### config.mk
export PLATFORM = sky130hd
export DESIGN_NAME = ocd_osc_divider
export DESIGN_NICKNAME = d
export VERILOG_FILES = /design/src/rtl/ocd_pkg.sv /design/src/rtl/ocd_osc_divider.sv
export SDC_FILE = /design/constraint.sdc
export NUM_CORES = 1
export LEC_CHECK = 0
export ABC_AREA = 1
export BUFFER_PORTS_ARGS = -buffer_cell sky130_fd_sc_hd__buf_2
export CORE_UTILIZATION = 60
export CTS_BUF_LIST = sky130_fd_sc_hd__clkbuf_4 sky130_fd_sc_hd__clkbuf_8
export CTS_CLUSTER_SIZE = 40
export DETAILED_ROUTE_END_ITERATION = 12
export PLACE_DENSITY = 0.86
export SLEW_MARGIN = 20
export SYNTH_ARGS = -nofsm -noshare
export SYNTH_HDL_FRONTEND = slang
export SYNTH_SLANG_ARGS = --single-unit
### constraint.sdc
create_clock -name clock_i -period 8 [get_ports clock_i]
set_clock_uncertainty 0.2 [all_clocks]
set_input_delay 1.2 -clock clock_i [delete_from_list [all_inputs] [get_ports clock_i]]
set_output_delay 1.2 -clock clock_i [all_outputs]
set_load 0.05 [all_outputs]
### src/rtl/ocd_pkg.sv
// Constants and types shared by the oscillator source and divider block
package ocd_pkg;

    // Register indexes on the plain register port
    localparam logic [3:0] OCD_ADDR_CLOCK_DIVISOR_REG = 4'h0;
    localparam logic [3:0] OCD_ADDR_FBDIV = 4'h1;
    localparam logic [3:0] OCD_ADDR_TUNE = 4'h2;
    localparam logic [3:0] OCD_ADDR_CTRL = 4'h3;

    // Field positions of clock_divisor_reg
    localparam int OCD_RCDIV_LSB = 8;
    localparam int OCD_POST_LSB = 6;
    localparam int OCD_PRE_LSB = 0;
    // Field positions of the control register
    localparam int OCD_CUR_LSB = 12;
    localparam int OCD_NEXT_LSB = 8;
    localparam int OCD_SWITCH_BIT = 0;

    // Values after reset
    localparam logic [2:0] OCD_RCDIV_RST = 3'h0;
    localparam logic [1:0] OCD_POST_RST = 2'h1;
    localparam logic [4:0] OCD_PRE_RST = 5'h00;
    localparam logic [8:0] OCD_FBDIV_RST = 9'h030;
    localparam logic [5:0] OCD_TUNE_RST = 6'h00;

    // Multiplier and prescaler offsets, fixed post-RC divide, RC postscale divide by 256
    localparam logic [9:0] OCD_FB_OFFSET = 10'h002;
    localparam logic [5:0] OCD_PRE_OFFSET = 6'h02;
    localparam logic [8:0] OCD_DIV16 = 9'h010;
    localparam logic [8:0] OCD_DIV256 = 9'h100;

    // Postscaler codes of the PLL
    localparam logic [1:0] OCD_POST_DIV2 = 2'h0;
    localparam logic [1:0] OCD_POST_DIV4 = 2'h1;
    localparam logic [1:0] OCD_POST_RSVD = 2'h2;
    localparam logic [1:0] OCD_POST_DIV8 = 2'h3;

    // Primary oscillator types
    localparam logic [1:0] OCD_PRI_EXT = 2'h0;
    localparam logic [1:0] OCD_PRI_STD = 2'h1;
    localparam logic [1:0] OCD_PRI_FAST = 2'h2;

    // Number of oscillator inputs and their index positions
    localparam int OCD_NUM_OSC = 4;
    localparam int OCD_OSC_FAST_RC = 0;
    localparam int OCD_OSC_PRIMARY = 1;
    localparam int OCD_OSC_SECONDARY = 2;
    localparam int OCD_OSC_SLOW_RC = 3;
    // Cycles after reset release before oscillator edges are believed
    localparam logic [1:0] OCD_ARM_LAST = 2'h3;

    typedef enum logic [2:0] {
        OCD_SRC_RC = 3'h0,
        OCD_SRC_RC_PLL = 3'h1,
        OCD_SRC_PRI = 3'h2,
        OCD_SRC_PRI_PLL = 3'h3,
        OCD_SRC_SEC = 3'h4,
        OCD_SRC_SLOW_RC = 3'h5,
        OCD_SRC_RC_DIV16 = 3'h6,
        OCD_SRC_RC_POST = 3'h7
    } ocd_source_t;

endpackage

### src/rtl/ocd_osc_divider.sv
// Oscillator source selection, fast RC postscaler, PLL rate model and halving
//
// Function
// - Fast RC clock divided by software three-bit postscale factor.
// - Software writes a tuning value that trims the fast RC frequency.
// - Power-on source chosen from initial source and primary mode fields.
// - Unprogrammed configuration starts from the fast RC oscillator.
// - Eight system clock options selectable.
// - Primary accepts standard crystal, high-speed crystal or external clock.
// - Slow RC clock is reference for watchdog and clock fail monitor.
// - Only fast RC and primary can pass through the PLL.
// - System clock divided by two gives instruction and peripheral clocks.
// - PLL input prescaled by 2 to 33 from five-bit field.
// - VCO input multiplied by nine-bit feedback field factor.
// - Feedback multiplier is field value plus two.
// - VCO output divided by 2, 4 or 8 from two-bit field.
// - PLL output equals input times multiplier over prescale times postscale.
// - Postscale codes: 00 div2, 01 div4 reset, 10 reserved, 11 div8.
// - Prescale code 0 to 31 divides by 2 to 33, reset 0.
// - RC postscale codes 0..6 divide by 1..64, 7 by 256.
// - Source codes 0..7: RC, RC PLL, primary, primary PLL, secondary, slow, div16, postscaled.
//
// Added by the designer: the address map and strobed register access.
`timescale 1ns/100ps
module ocd_osc_divider
    import ocd_pkg::*;
#(
    parameter logic [8:0] FBDIV_RESET = OCD_FBDIV_RST
) (
    input wire logic clock_i,
    input wire logic reset_i,
    input wire logic fast_internal_rc_i,
    input wire logic osc_in_pin_i,
    input wire logic secondary_osc_in_pin_i,
    input wire logic slow_internal_rc_i,
    input wire logic [2:0] initial_source_sel_i,
    input wire logic [1:0] primary_mode_sel_i,
    input wire logic [3:0] addr_i,
    input wire logic [15:0] wdata_i,
    input wire logic wr_i,
    input wire logic rd_i,
    output logic [15:0] rdata_o,
    output logic sys_tick_o,
    output logic instr_tick_o,
    output logic peripheral_time_base_o,
    output logic instr_clk_o,
    output logic watchdog_timer_tick_o,
    output logic clock_fail_monitor_tick_o,
    output logic [5:0] rc_tune_o,
    output logic primary_amp_en_o,
    output logic secondary_amp_en_o,
    output logic [2:0] current_source_code_o
);

    // Oscillator inputs: two-flop synchroniser then edge detect
    logic [OCD_NUM_OSC-1:0] osc_raw;
    logic [OCD_NUM_OSC-1:0] osc_tick;
    assign osc_raw = {slow_internal_rc_i, secondary_osc_in_pin_i,
                      osc_in_pin_i, fast_internal_rc_i};

    // Ticks masked until the edge detector holds samples taken after reset
    logic [1:0] osc_arm_q;
    logic osc_armed;
    assign osc_armed = (osc_arm_q == OCD_ARM_LAST);
    always_ff @(posedge clock_i or posedge reset_i) begin
        if (reset_i) begin
            osc_arm_q <= 2'h0;
        end else if (!osc_armed) begin
            osc_arm_q <= osc_arm_q + 2'h1;
        end
    end

    genvar gi;
    generate
        for (gi = 0; gi < OCD_NUM_OSC; gi++) begin : g_osc
            logic s1_q;
            logic s2_q;
            logic s3_q;
            always_ff @(posedge clock_i or posedge reset_i) begin
                if (reset_i) begin
                    s1_q <= 1'b0;
                    s2_q <= 1'b0;
                    s3_q <= 1'b0;
                end else begin
                    s1_q <= osc_raw[gi];
                    s2_q <= s1_q;
                    s3_q <= s2_q;
                end
            end
            assign osc_tick[gi] = s2_q & ~s3_q & osc_armed;
        end
    endgenerate

    // Strap synchroniser has no reset, so it fills while reset is held
    logic [4:0] cfg_s1_q;
    logic [4:0] cfg_s2_q;
    logic cfg_taken_q;
    logic [2:0] strap_src;
    logic [1:0] strap_mode;
    always_ff @(posedge clock_i) begin
        cfg_s1_q <= {primary_mode_sel_i, initial_source_sel_i};
        cfg_s2_q <= cfg_s1_q;
    end
    assign strap_src = cfg_s2_q[2:0];
    assign strap_mode = cfg_s2_q[4:3];

    // Software registers
    logic [2:0] rc_postscale_sel_q;
    logic [1:0] pll_postscale_sel_q;
    logic [4:0] pll_prescale_sel_q;
    logic [8:0] pll_feedback_sel_q;
    logic [5:0] tune_q;
    logic [2:0] next_source_code_q;
    logic [2:0] cur_q;
    logic [1:0] pri_mode_q;

    logic wr_div;
    logic wr_fb;
    logic wr_tune;
    logic wr_ctrl;
    logic switch_req;
    logic [2:0] next_sel;
    assign wr_div = wr_i && (addr_i == OCD_ADDR_CLOCK_DIVISOR_REG);
    assign wr_fb = wr_i && (addr_i == OCD_ADDR_FBDIV);
    assign wr_tune = wr_i && (addr_i == OCD_ADDR_TUNE);
    assign wr_ctrl = wr_i && (addr_i == OCD_ADDR_CTRL);
    assign switch_req = wr_ctrl && wdata_i[OCD_SWITCH_BIT];
    assign next_sel = wdata_i[OCD_NEXT_LSB +: 3];

    always_ff @(posedge clock_i or posedge reset_i) begin
        if (reset_i) begin
            rc_postscale_sel_q <= OCD_RCDIV_RST;
            pll_postscale_sel_q <= OCD_POST_RST;
            pll_prescale_sel_q <= OCD_PRE_RST;
        end else if (wr_div) begin
            rc_postscale_sel_q <= wdata_i[OCD_RCDIV_LSB +: 3];
            pll_postscale_sel_q <= wdata_i[OCD_POST_LSB +: 2];
            pll_prescale_sel_q <= wdata_i[OCD_PRE_LSB +: 5];
        end
    end

    always_ff @(posedge clock_i or posedge reset_i) begin
        if (reset_i) begin
            pll_feedback_sel_q <= FBDIV_RESET;
            tune_q <= OCD_TUNE_RST;
        end else begin
            if (wr_fb) begin
                pll_feedback_sel_q <= wdata_i[8:0];
            end
            if (wr_tune) begin
                tune_q <= wdata_i[5:0];
            end
        end
    end

    // Source: strap at power-on, replaced only by a switch request
    // A control write in the strap load cycle is dropped
    always_ff @(posedge clock_i or posedge reset_i) begin
        if (reset_i) begin
            cfg_taken_q <= 1'b0;
            cur_q <= OCD_SRC_RC_POST;
            pri_mode_q <= OCD_PRI_EXT;
            next_source_code_q <= OCD_SRC_RC_POST;
        end else if (!cfg_taken_q) begin
            cfg_taken_q <= 1'b1;
            cur_q <= strap_src;
            pri_mode_q <= strap_mode;
            next_source_code_q <= strap_src;
        end else if (wr_ctrl) begin
            next_source_code_q <= next_sel;
            if (switch_req) begin
                cur_q <= next_sel;
            end
        end
    end

    // Fast RC postscaler divide value
    logic [8:0] rc_div;
    assign rc_div = (rc_postscale_sel_q == 3'h7) ? OCD_DIV256
                  : 9'(9'h001 << rc_postscale_sel_q);

    // Post divider for the fast RC: postscaled or fixed divide by sixteen
    logic [8:0] rc_cnt_q;
    logic [8:0] rc_div_sel;
    logic rc_div_tick;
    assign rc_div_sel = (cur_q == OCD_SRC_RC_DIV16) ? OCD_DIV16 : rc_div;
    assign rc_div_tick = osc_tick[OCD_OSC_FAST_RC] && (rc_cnt_q >= rc_div_sel - 9'h001);
    always_ff @(posedge clock_i or posedge reset_i) begin
        if (reset_i) begin
            rc_cnt_q <= 9'h000;
        end else if (osc_tick[OCD_OSC_FAST_RC]) begin
            rc_cnt_q <= rc_div_tick ? 9'h000 : rc_cnt_q + 9'h001;
        end
    end

    // PLL rate model: accumulate M per input edge, emit per N1*N2
    logic [9:0] fb_mult;
    logic [5:0] pre_factor;
    logic [3:0] post_factor;
    logic [9:0] pll_den;
    logic pll_in_tick;
    logic [16:0] acc_sum;
    logic [15:0] acc_q;
    logic pll_tick;
    assign fb_mult = {1'b0, pll_feedback_sel_q} + OCD_FB_OFFSET;
    assign pre_factor = {1'b0, pll_prescale_sel_q} + OCD_PRE_OFFSET;
    // Reserved code behaves as divide by four
    assign post_factor = (pll_postscale_sel_q == OCD_POST_DIV2) ? 4'h2
                       : (pll_postscale_sel_q == OCD_POST_DIV8) ? 4'h8 : 4'h4;
    assign pll_den = 10'(pre_factor * post_factor);
    // Only fast RC or primary feed the PLL
    assign pll_in_tick = (cur_q == OCD_SRC_RC_PLL) ? osc_tick[OCD_OSC_FAST_RC]
                       : osc_tick[OCD_OSC_PRIMARY];
    assign acc_sum = {1'b0, acc_q} + (pll_in_tick ? {7'h00, fb_mult} : 17'h00000);
    assign pll_tick = acc_sum >= {7'h00, pll_den};
    always_ff @(posedge clock_i or posedge reset_i) begin
        if (reset_i) begin
            acc_q <= 16'h0000;
        end else if (pll_tick) begin
            acc_q <= (acc_sum[16]) ? 16'hFFFF : 16'(acc_sum - {7'h00, pll_den});
        end else begin
            acc_q <= acc_sum[15:0];
        end
    end

    // System oscillator selection
    logic sys_tick;
    always_comb begin
        unique case (cur_q)
            OCD_SRC_RC: sys_tick = osc_tick[OCD_OSC_FAST_RC];
            OCD_SRC_RC_PLL: sys_tick = pll_tick;
            OCD_SRC_PRI: sys_tick = osc_tick[OCD_OSC_PRIMARY];
            OCD_SRC_PRI_PLL: sys_tick = pll_tick;
            OCD_SRC_SEC: sys_tick = osc_tick[OCD_OSC_SECONDARY];
            OCD_SRC_SLOW_RC: sys_tick = osc_tick[OCD_OSC_SLOW_RC];
            OCD_SRC_RC_DIV16: sys_tick = rc_div_tick;
            OCD_SRC_RC_POST: sys_tick = rc_div_tick;
        endcase
    end

    // Halving and outputs
    logic instr_clk_d;
    assign instr_clk_d = sys_tick ? ~instr_clk_o : instr_clk_o;
    logic instr_fall;
    assign instr_fall = sys_tick && instr_clk_o;
    always_ff @(posedge clock_i or posedge reset_i) begin
        if (reset_i) begin
            sys_tick_o <= 1'b0;
            instr_clk_o <= 1'b0;
            instr_tick_o <= 1'b0;
            peripheral_time_base_o <= 1'b0;
        end else begin
            sys_tick_o <= sys_tick;
            instr_clk_o <= instr_clk_d;
            instr_tick_o <= instr_fall;
            peripheral_time_base_o <= instr_fall;
        end
    end

    logic pri_selected;
    logic pri_crystal;
    assign pri_selected = (cur_q == OCD_SRC_PRI) || (cur_q == OCD_SRC_PRI_PLL);
    assign pri_crystal = (pri_mode_q == OCD_PRI_STD) || (pri_mode_q == OCD_PRI_FAST);
    always_ff @(posedge clock_i or posedge reset_i) begin
        if (reset_i) begin
            watchdog_timer_tick_o <= 1'b0;
            clock_fail_monitor_tick_o <= 1'b0;
            rc_tune_o <= OCD_TUNE_RST;
            primary_amp_en_o <= 1'b0;
            secondary_amp_en_o <= 1'b0;
            current_source_code_o <= OCD_SRC_RC_POST;
        end else begin
            watchdog_timer_tick_o <= osc_tick[OCD_OSC_SLOW_RC];
            clock_fail_monitor_tick_o <= osc_tick[OCD_OSC_SLOW_RC];
            rc_tune_o <= tune_q;
            primary_amp_en_o <= pri_selected && pri_crystal;
            secondary_amp_en_o <= (cur_q == OCD_SRC_SEC);
            current_source_code_o <= cur_q;
        end
    end

    // Read data, one cycle after the strobe
    // Reserved and unmapped bits read as zero
    logic [15:0] rd_mux;
    assign rd_mux = (addr_i == OCD_ADDR_CLOCK_DIVISOR_REG) ? {5'h00, rc_postscale_sel_q,
                        pll_postscale_sel_q, 1'b0, pll_prescale_sel_q}
                  : (addr_i == OCD_ADDR_FBDIV) ? {7'h00, pll_feedback_sel_q}
                  : (addr_i == OCD_ADDR_TUNE) ? {10'h000, tune_q}
                  : (addr_i == OCD_ADDR_CTRL) ? {1'b0, cur_q, 1'b0, next_source_code_q, 8'h00}
                  : 16'h0000;
    always_ff @(posedge clock_i or posedge reset_i) begin
        if (reset_i) begin
            rdata_o <= 16'h0000;
        end else begin
            rdata_o <= rd_i ? rd_mux : 16'h0000;
        end
    end

endmodule

Word level (Yosys, flattened, before mapping)

Index checks and enable logic that the tools add are counted.

Register bits: 113
Bits in latches: 0
Bits in writable memories: 0
Memory bits (read-only): 0
Input bits: 33
Output and inout bits: 33
Word-level logic and storage cells: 112
Memories kept: 0

Add/sub/neg operators: 7
$mul: 1
Div/mod/pow operators: 0
$lt $le $gt $ge: 2
Equality and inequality tests: 17
Shift operators: 1
Mux-type cells: 20
Bitwise gates (word level): 13
Reductions and logical operators: 16

Operators by type and width:

| operator                                                           | number |
|---|---|
| 15-bit 2-to-1 mux                                                  | 5 |
| 16-bit 2-to-1 mux                                                  | 2 |
| 9-bit 2-to-1 mux                                                   | 3 |
| 16-bit by 10-bit adder with 17-bit output                          | 1 |
| 17-bit by 10-bit greater-or-equal comparator with 1-bit output     | 1 |
| 16-bit by 10-bit subtractor with 16-bit output                     | 1 |
| 3-bit == test, second input constant                               | 5 |
| 3-bit 2-to-1 mux                                                   | 5 |
| 9-bit by 2-bit adder with 10-bit output, second input constant     | 1 |
| 6-bit by 4-bit multiplier with 10-bit output                       | 1 |
| 10-bit 2-to-1 mux                                                  | 1 |
| 9-bit by 1-bit adder with 9-bit output, second input constant      | 1 |
| 9-bit greater-or-equal comparator                                  | 1 |
| 1-bit by 3-bit << shifter with 9-bit output, first input constant  | 1 |
| 9-bit by 1-bit subtractor with 9-bit output, second input constant | 1 |
| 1-bit bitwise AND                                                  | 8 |
| 4-bit by 2-bit == test with 1-bit output, second input constant    | 2 |
| 1-bit logical AND                                                  | 8 |
| 4-bit 2-to-1 mux                                                   | 2 |
| 5-bit by 2-bit adder with 6-bit output, second input constant      | 1 |
| 2-bit == test, second input constant                               | 3 |
| 3-bit by 2-bit == test with 1-bit output, second input constant    | 2 |
| 1-bit case mux with 6 select lines                                 | 1 |
| 1-bit inverter                                                     | 5 |
| 12 further kinds                                                   | 15 |

Depth between registers and ports, before layout

Depth in word-level cells: 9
Mapped depth: 27
Gate-level depth less buffers: 27

Least setup slack after synthesis

Ideal clock, no wire load.

Path kind: register to register
Start point: reg pll_postscale_sel_q[0]
End point: reg acc_q[14]
Setup time: 129 ps
Arrival: 4035 ps
Slack: 3635 ps
Cell stages (with the launch flop): 24
Cell sequence: dfstp_2 > inv_1 > ha_1 > nand2_1 > inv_1 > fa_1 > ha_1 > ha_1 > fa_1 > a21oi_1 > o21ai_0 > xnor2_1 > ha_1 > nand2_1 > inv_1 > a21oi_1 > nand3_1 > nand2_1 > nand4_1 > nor2_2 > nand2_4 > buf_6 > nand4_1 > nand3_1

Longest elaborated chain between the ends: 7
Elaborated cells between the ends (all ways): 9
Those cells by class: add/sub (1); mul (1); order compare (1); eq/ne (1); mux (4); reduce/logical (1)

RTL lines:

| what                                             | RTL line               | RTL |
|---|---|---|
| start, declared                                  | ocd_osc_divider.sv:109 | `logic [1:0] pll_postscale_sel_q;` |
| start signal, assigned                           | ocd_osc_divider.sv:137 | `pll_postscale_sel_q <= wdata_i[OCD_POST_LSB +: 2];` |
| 2-bit == test                                    | ocd_osc_divider.sv:209 | `: (pll_postscale_sel_q == OCD_POST_DIV8) ? 4'h8 : 4'h4;` |
| 4-bit 2-to-1 mux                                 | ocd_osc_divider.sv:209 |  |
| 4-bit 2-to-1 mux (*)                             | ocd_osc_divider.sv:208 | `assign post_factor = (pll_postscale_sel_q == OCD_POST_DIV2) ? 4'h2` |
| 6-bit by 4-bit multiplier with 10-bit output (*) | ocd_osc_divider.sv:210 | `assign pll_den = 10'(pre_factor * post_factor);` |
| 16-bit by 10-bit subtractor with 16-bit output   | ocd_osc_divider.sv:220 | `acc_q <= (acc_sum[16]) ? 16'hFFFF : 16'(acc_sum - {7'h00, pll_den});` |
| 16-bit 2-to-1 mux                                | ocd_osc_divider.sv:220 |  |
| 16-bit 2-to-1 mux (*)                            | ocd_osc_divider.sv:219 | `end else if (pll_tick) begin` |
| end signal, assigned                             | ocd_osc_divider.sv:220 |  |
| end signal, assigned                             | ocd_osc_divider.sv:222 | `acc_q <= acc_sum[15:0];` |
| end, declared                                    | ocd_osc_divider.sv:203 | `logic [15:0] acc_q;` |

Mark *: on every way between the ends. The rest lies on a longest branch, timed or not.
A chain may end at the register's enable or synchronous reset.

Final worst setup path

Start point: reg osc_arm_q[0]
End point: reg acc_q[7]

Longest elaborated chain between the ends: 8
Elaborated cells between the ends (all ways): 10
Those cells by class: add/sub (2); order compare (1); eq/ne (1); mux (4); bitwise (2)

RTL lines:

| what                                           | RTL line               | RTL |
|---|---|---|
| start, declared                                | ocd_osc_divider.sv:62  | `logic [1:0] osc_arm_q;` |
| start signal, assigned                         | ocd_osc_divider.sv:69  | `osc_arm_q <= osc_arm_q + 2'h1;` |
| 2-bit == test (*)                              | ocd_osc_divider.sv:64  | `assign osc_armed = (osc_arm_q == OCD_ARM_LAST);` |
| 1-bit bitwise AND                              | ocd_osc_divider.sv:90  | `assign osc_tick[gi] = s2_q & ~s3_q & osc_armed;` |
| 1-bit 2-to-1 mux (*)                           | ocd_osc_divider.sv:212 | `assign pll_in_tick = (cur_q == OCD_SRC_RC_PLL) ? osc_tick[OCD_OSC_FAST_RC]` |
| 10-bit 2-to-1 mux (*)                          | ocd_osc_divider.sv:214 | `assign acc_sum = {1'b0, acc_q} + (pll_in_tick ? {7'h00, fb_mult} : 17'h00000);` |
| 16-bit by 10-bit adder with 17-bit output (*)  | ocd_osc_divider.sv:214 |  |
| 16-bit by 10-bit subtractor with 16-bit output | ocd_osc_divider.sv:220 |  |
| 16-bit 2-to-1 mux                              | ocd_osc_divider.sv:220 |  |
| 16-bit 2-to-1 mux (*)                          | ocd_osc_divider.sv:219 |  |

Marks and branches as above.

==> metrics <==
outcome=finished clean; post-synth top area cell=dfrtp_1; Synth cell types=43; Critical Path RT=8.09 ns; GRT Overall Usage=25.9%; cell mode on critical path=nand2_1; type of the most critical hold path=reg2reg; CP max-delay cell=a21oi_1; largest net degree at the start of global routing=64; yosys warns=0; IO Count=66; Comb power frac=50.4%; final instance area=0.00710 mm2; Cells after Synth=809; worst setup margin=2.92 ns; final core occ=68.2%; Slew Limit Headroom=47.8%; Mean Syn Cell Area=8.05 um2; critical path launch point type=flip-flop; peak supply drop=0.000177 V; Switch Pwr=0.983 mW; dpl hpwl=10600 um; input/output buffers=58; pre-CTS WS=2.97 ns; initial drt markers=305; gpl congestion=0.896; register bit count reported by yosys=112; crit path kind=reg2reg; CTS Hold Bufs=0; clk slew on worst S/H paths=0.11 ns; Starting Density=62.5%; DIE AREA=0.0113 mm2; Reg2Reg Setup Slack=2.92 ns; Setup TNS=0 ns; Die Wd=106 um; Static Leakage=3.87 nW; Max Slew Vio Count=0; RSZ-0062 raised after global routing=false; H-tree level count=3; Final ANT Viol Nets=0; CTS Root Cell=clkbuf_8; Remaining Overflow, GRT=0; Synth top area share=34.6%; Synth Flop Type=dfrtp_1; initial antenna violation count=0; Max FO, Critical Path=16; async set-reset flop share out of synthesis=91.1%; CTS tree=built; nets=957; pwr dens=306 mW/mm2; cts bufs inserted=9; Worst EP arrival=5.17 ns; EDFF count, synth=0; clk sink count=112; P_int=1.19 mW; DRT Pass-1 Iters=5; later-pin clock latency in the skew report=0.37 ns; total power=2.17 mW; antenna cells=0; Core Region=0.0104 mm2; total wire length=13300 um; layout cell share with drive strength beyond 1=13.8%; drt via density=5.26; Max Clk Rate=0.197 GHz; WL/cell=13.2 um; PostCTS Resize Cnt=0; Slew @ Worst Pin=0.783 ns; row count=37; Tmin final=5.08 ns; Synth Cell Area=0.00651 mm2; post-synthesis sequential area ratio=42.5%; Clk pwr share=14.6%; sequential share of power=35.0%; Final Hold Fails=0; # setup viols final=0; Crit. End Element=flip-flop; Area after DPL=0.00691 mm2; Net Sw Frac=45.3%; DRC violations left=0; CP max stage delay=0.60 ns; Area Growth Syn to Fin=9.07%; MaxCap Viol Count=0; clk buf depth=2; synth top area cells=dfrtp_1 (35%), nand2_1 (12%), ha_1 (9.4%); first-pass GRT wire length=23100 um; # Post-CTS Setup Buffers=0; vias in the first global route=5124; period utilization=63.4%; via count=5314; Die Ht=106 um
[flip-flops by register name, indices dropped and copies added, names as in the netlist, 2 cells and up]
register               flops
cfg_s2_q                   5
g_osc.s2_q                 4
acc_q                     16
rc_tune_o                  6
rc_cnt_q                   9
pll_prescale_sel_q         5
cur_q                      3
next_source_code_q         3
tune_q                     6
g_osc.s1_q                 4
rc_postscale_sel_q         3
g_osc.s3_q                 4
osc_arm_q                  2
pll_feedback_sel_q         9
pll_postscale_sel_q        2
pri_mode_q                 2
rdata_o                   14
current_source_code_o      3
cfg_s1_q                   5
[cells in the final DEF, fill, tap and decap left out, types with 4 or more instances in the layout]
cell type	instances
nor3b_1	4
fa_1	6
xnor2_1	9
inv_1	116
nand3_1	38
o211ai_1	4
nor2_1	67
nand2_1	201
buf_2	58
dfxtp_1	10
ha_1	49
dfstp_2	12
xor2_1	18
inv_2	4
a21oi_1	37
nand4_1	12
dfrtp_1	90
nor3_1	18
clkbuf_8	9
o21ai_0	53
mux2_2	4
nand2_2	11
[per-layer routing]
layer | vias to the layer above | GRT usage, % | part of all wire (%)
met4 | 0 | 8.83 | 2.0
met5 | - | 0 | 0
met1 | 2461 | 35.7 | 47
li1 | 2701 | - | -
met2 | 136 | 41.5 | 46
met3 | 16 | 4.35 | 4.4
[critical path, delay by kind of cell (launching register included)]
| family | cells | cell delay [ns] |
|---|---|---|
| compound gates | 2 | 0.73 |
| xor+xnor | 1 | 0.30 |
| fa+ha+maj | 4 | 1.30 |
| buf+inv | 3 | 0.37 |
| flops | 1 | 0.41 |
| simple gates | 16 | 1.67 |
[final timing paths]
check | startpoint | endpoint | cells after the start
worst max-delay path | osc_arm_q[0] | acc_q[7] | 26
worst min-delay path | cfg_s1_q[4] | cfg_s2_q[4] | 0
worst max register to register | osc_arm_q[0] | acc_q[7] | 26
worst min register to register | cfg_s1_q[4] | cfg_s2_q[4] | 0
max in group asynchronous | reset_i | primary_amp_en_o | 3
min in group asynchronous | reset_i | rc_tune_o[3] | 2
[power by group through the flow]
stage	clock, mW	sequential, mW	combinational (mW)
2_1_floorplan	0	0.801	0.815
3_3_place_gp	0	0.764	1.05
3_5_place_dp	0	0.768	1.08
4_1_cts	0.322	0.757	1.08
5_1_grt	0.346	0.773	1.25
6_report	0.317	0.759	1.09
[kinds of logic (layout without fill, tap and decap cells)]
group	count (synthesis)	in the layout	synth area share, %
other	2	3	0.115
multiplexers	4	4	0.692
XOR/XNOR	27	27	3.63
flip-flops	112	112	42.5
AO/OA/AOI/OAI	110	110	9.32
adder cells (fa/ha/maj)	55	55	11.3
buffers and inverters	133	197	8.13
AND/OR/NAND/NOR	366	366	24.3
[synth_stat cells, types with 3 or more instances]
| library cell | n |
|---|---|
| nand2_4 | 3 |
| fa_1 | 6 |
| dfstp_2 | 12 |
| dfrtp_1 | 90 |
| nor2_2 | 3 |
| xor2_1 | 18 |
| nand2_1 | 201 |
| nor2_1 | 67 |
| nand4_1 | 12 |
| and3_1 | 3 |
| buf_4 | 4 |
| inv_1 | 117 |
| a31oi_1 | 3 |
| inv_2 | 4 |
| nor3_1 | 18 |
| nand2_2 | 11 |
| o21ai_0 | 53 |
| dfxtp_1 | 10 |
| nor3b_1 | 4 |
| xnor2_1 | 9 |
| ha_1 | 49 |
| a21oi_1 | 37 |
| mux2_2 | 4 |
| nand3_1 | 38 |
| clkbuf_1 | 5 |
| o211ai_1 | 4 |
[through the flow]
stage	hold WS, ns	std cells
final	0.137	1010
after global routing	0.155	1010
after CTS	0.138	1010
after detailed placement	0.112	994
after global placement	0.111	994
after floorplan	0.110	810
[final cells by class]
| class | instances | area (um2) |
|---|---|---|
| Timing Repair Buffer | 59 | 298 |
| Inverter | 122 | 460 |
| Sequential cell | 112 | 2770 |
| Tap cell | 136 | 170 |
| Clock buffer | 10 | 131 |
| Fill cell | 870 | 3320 |
| Multi-Input combinational cell | 565 | 3220 |
| Clock inverter | 6 | 56.3 |
(Power assumes the default switching activity.)
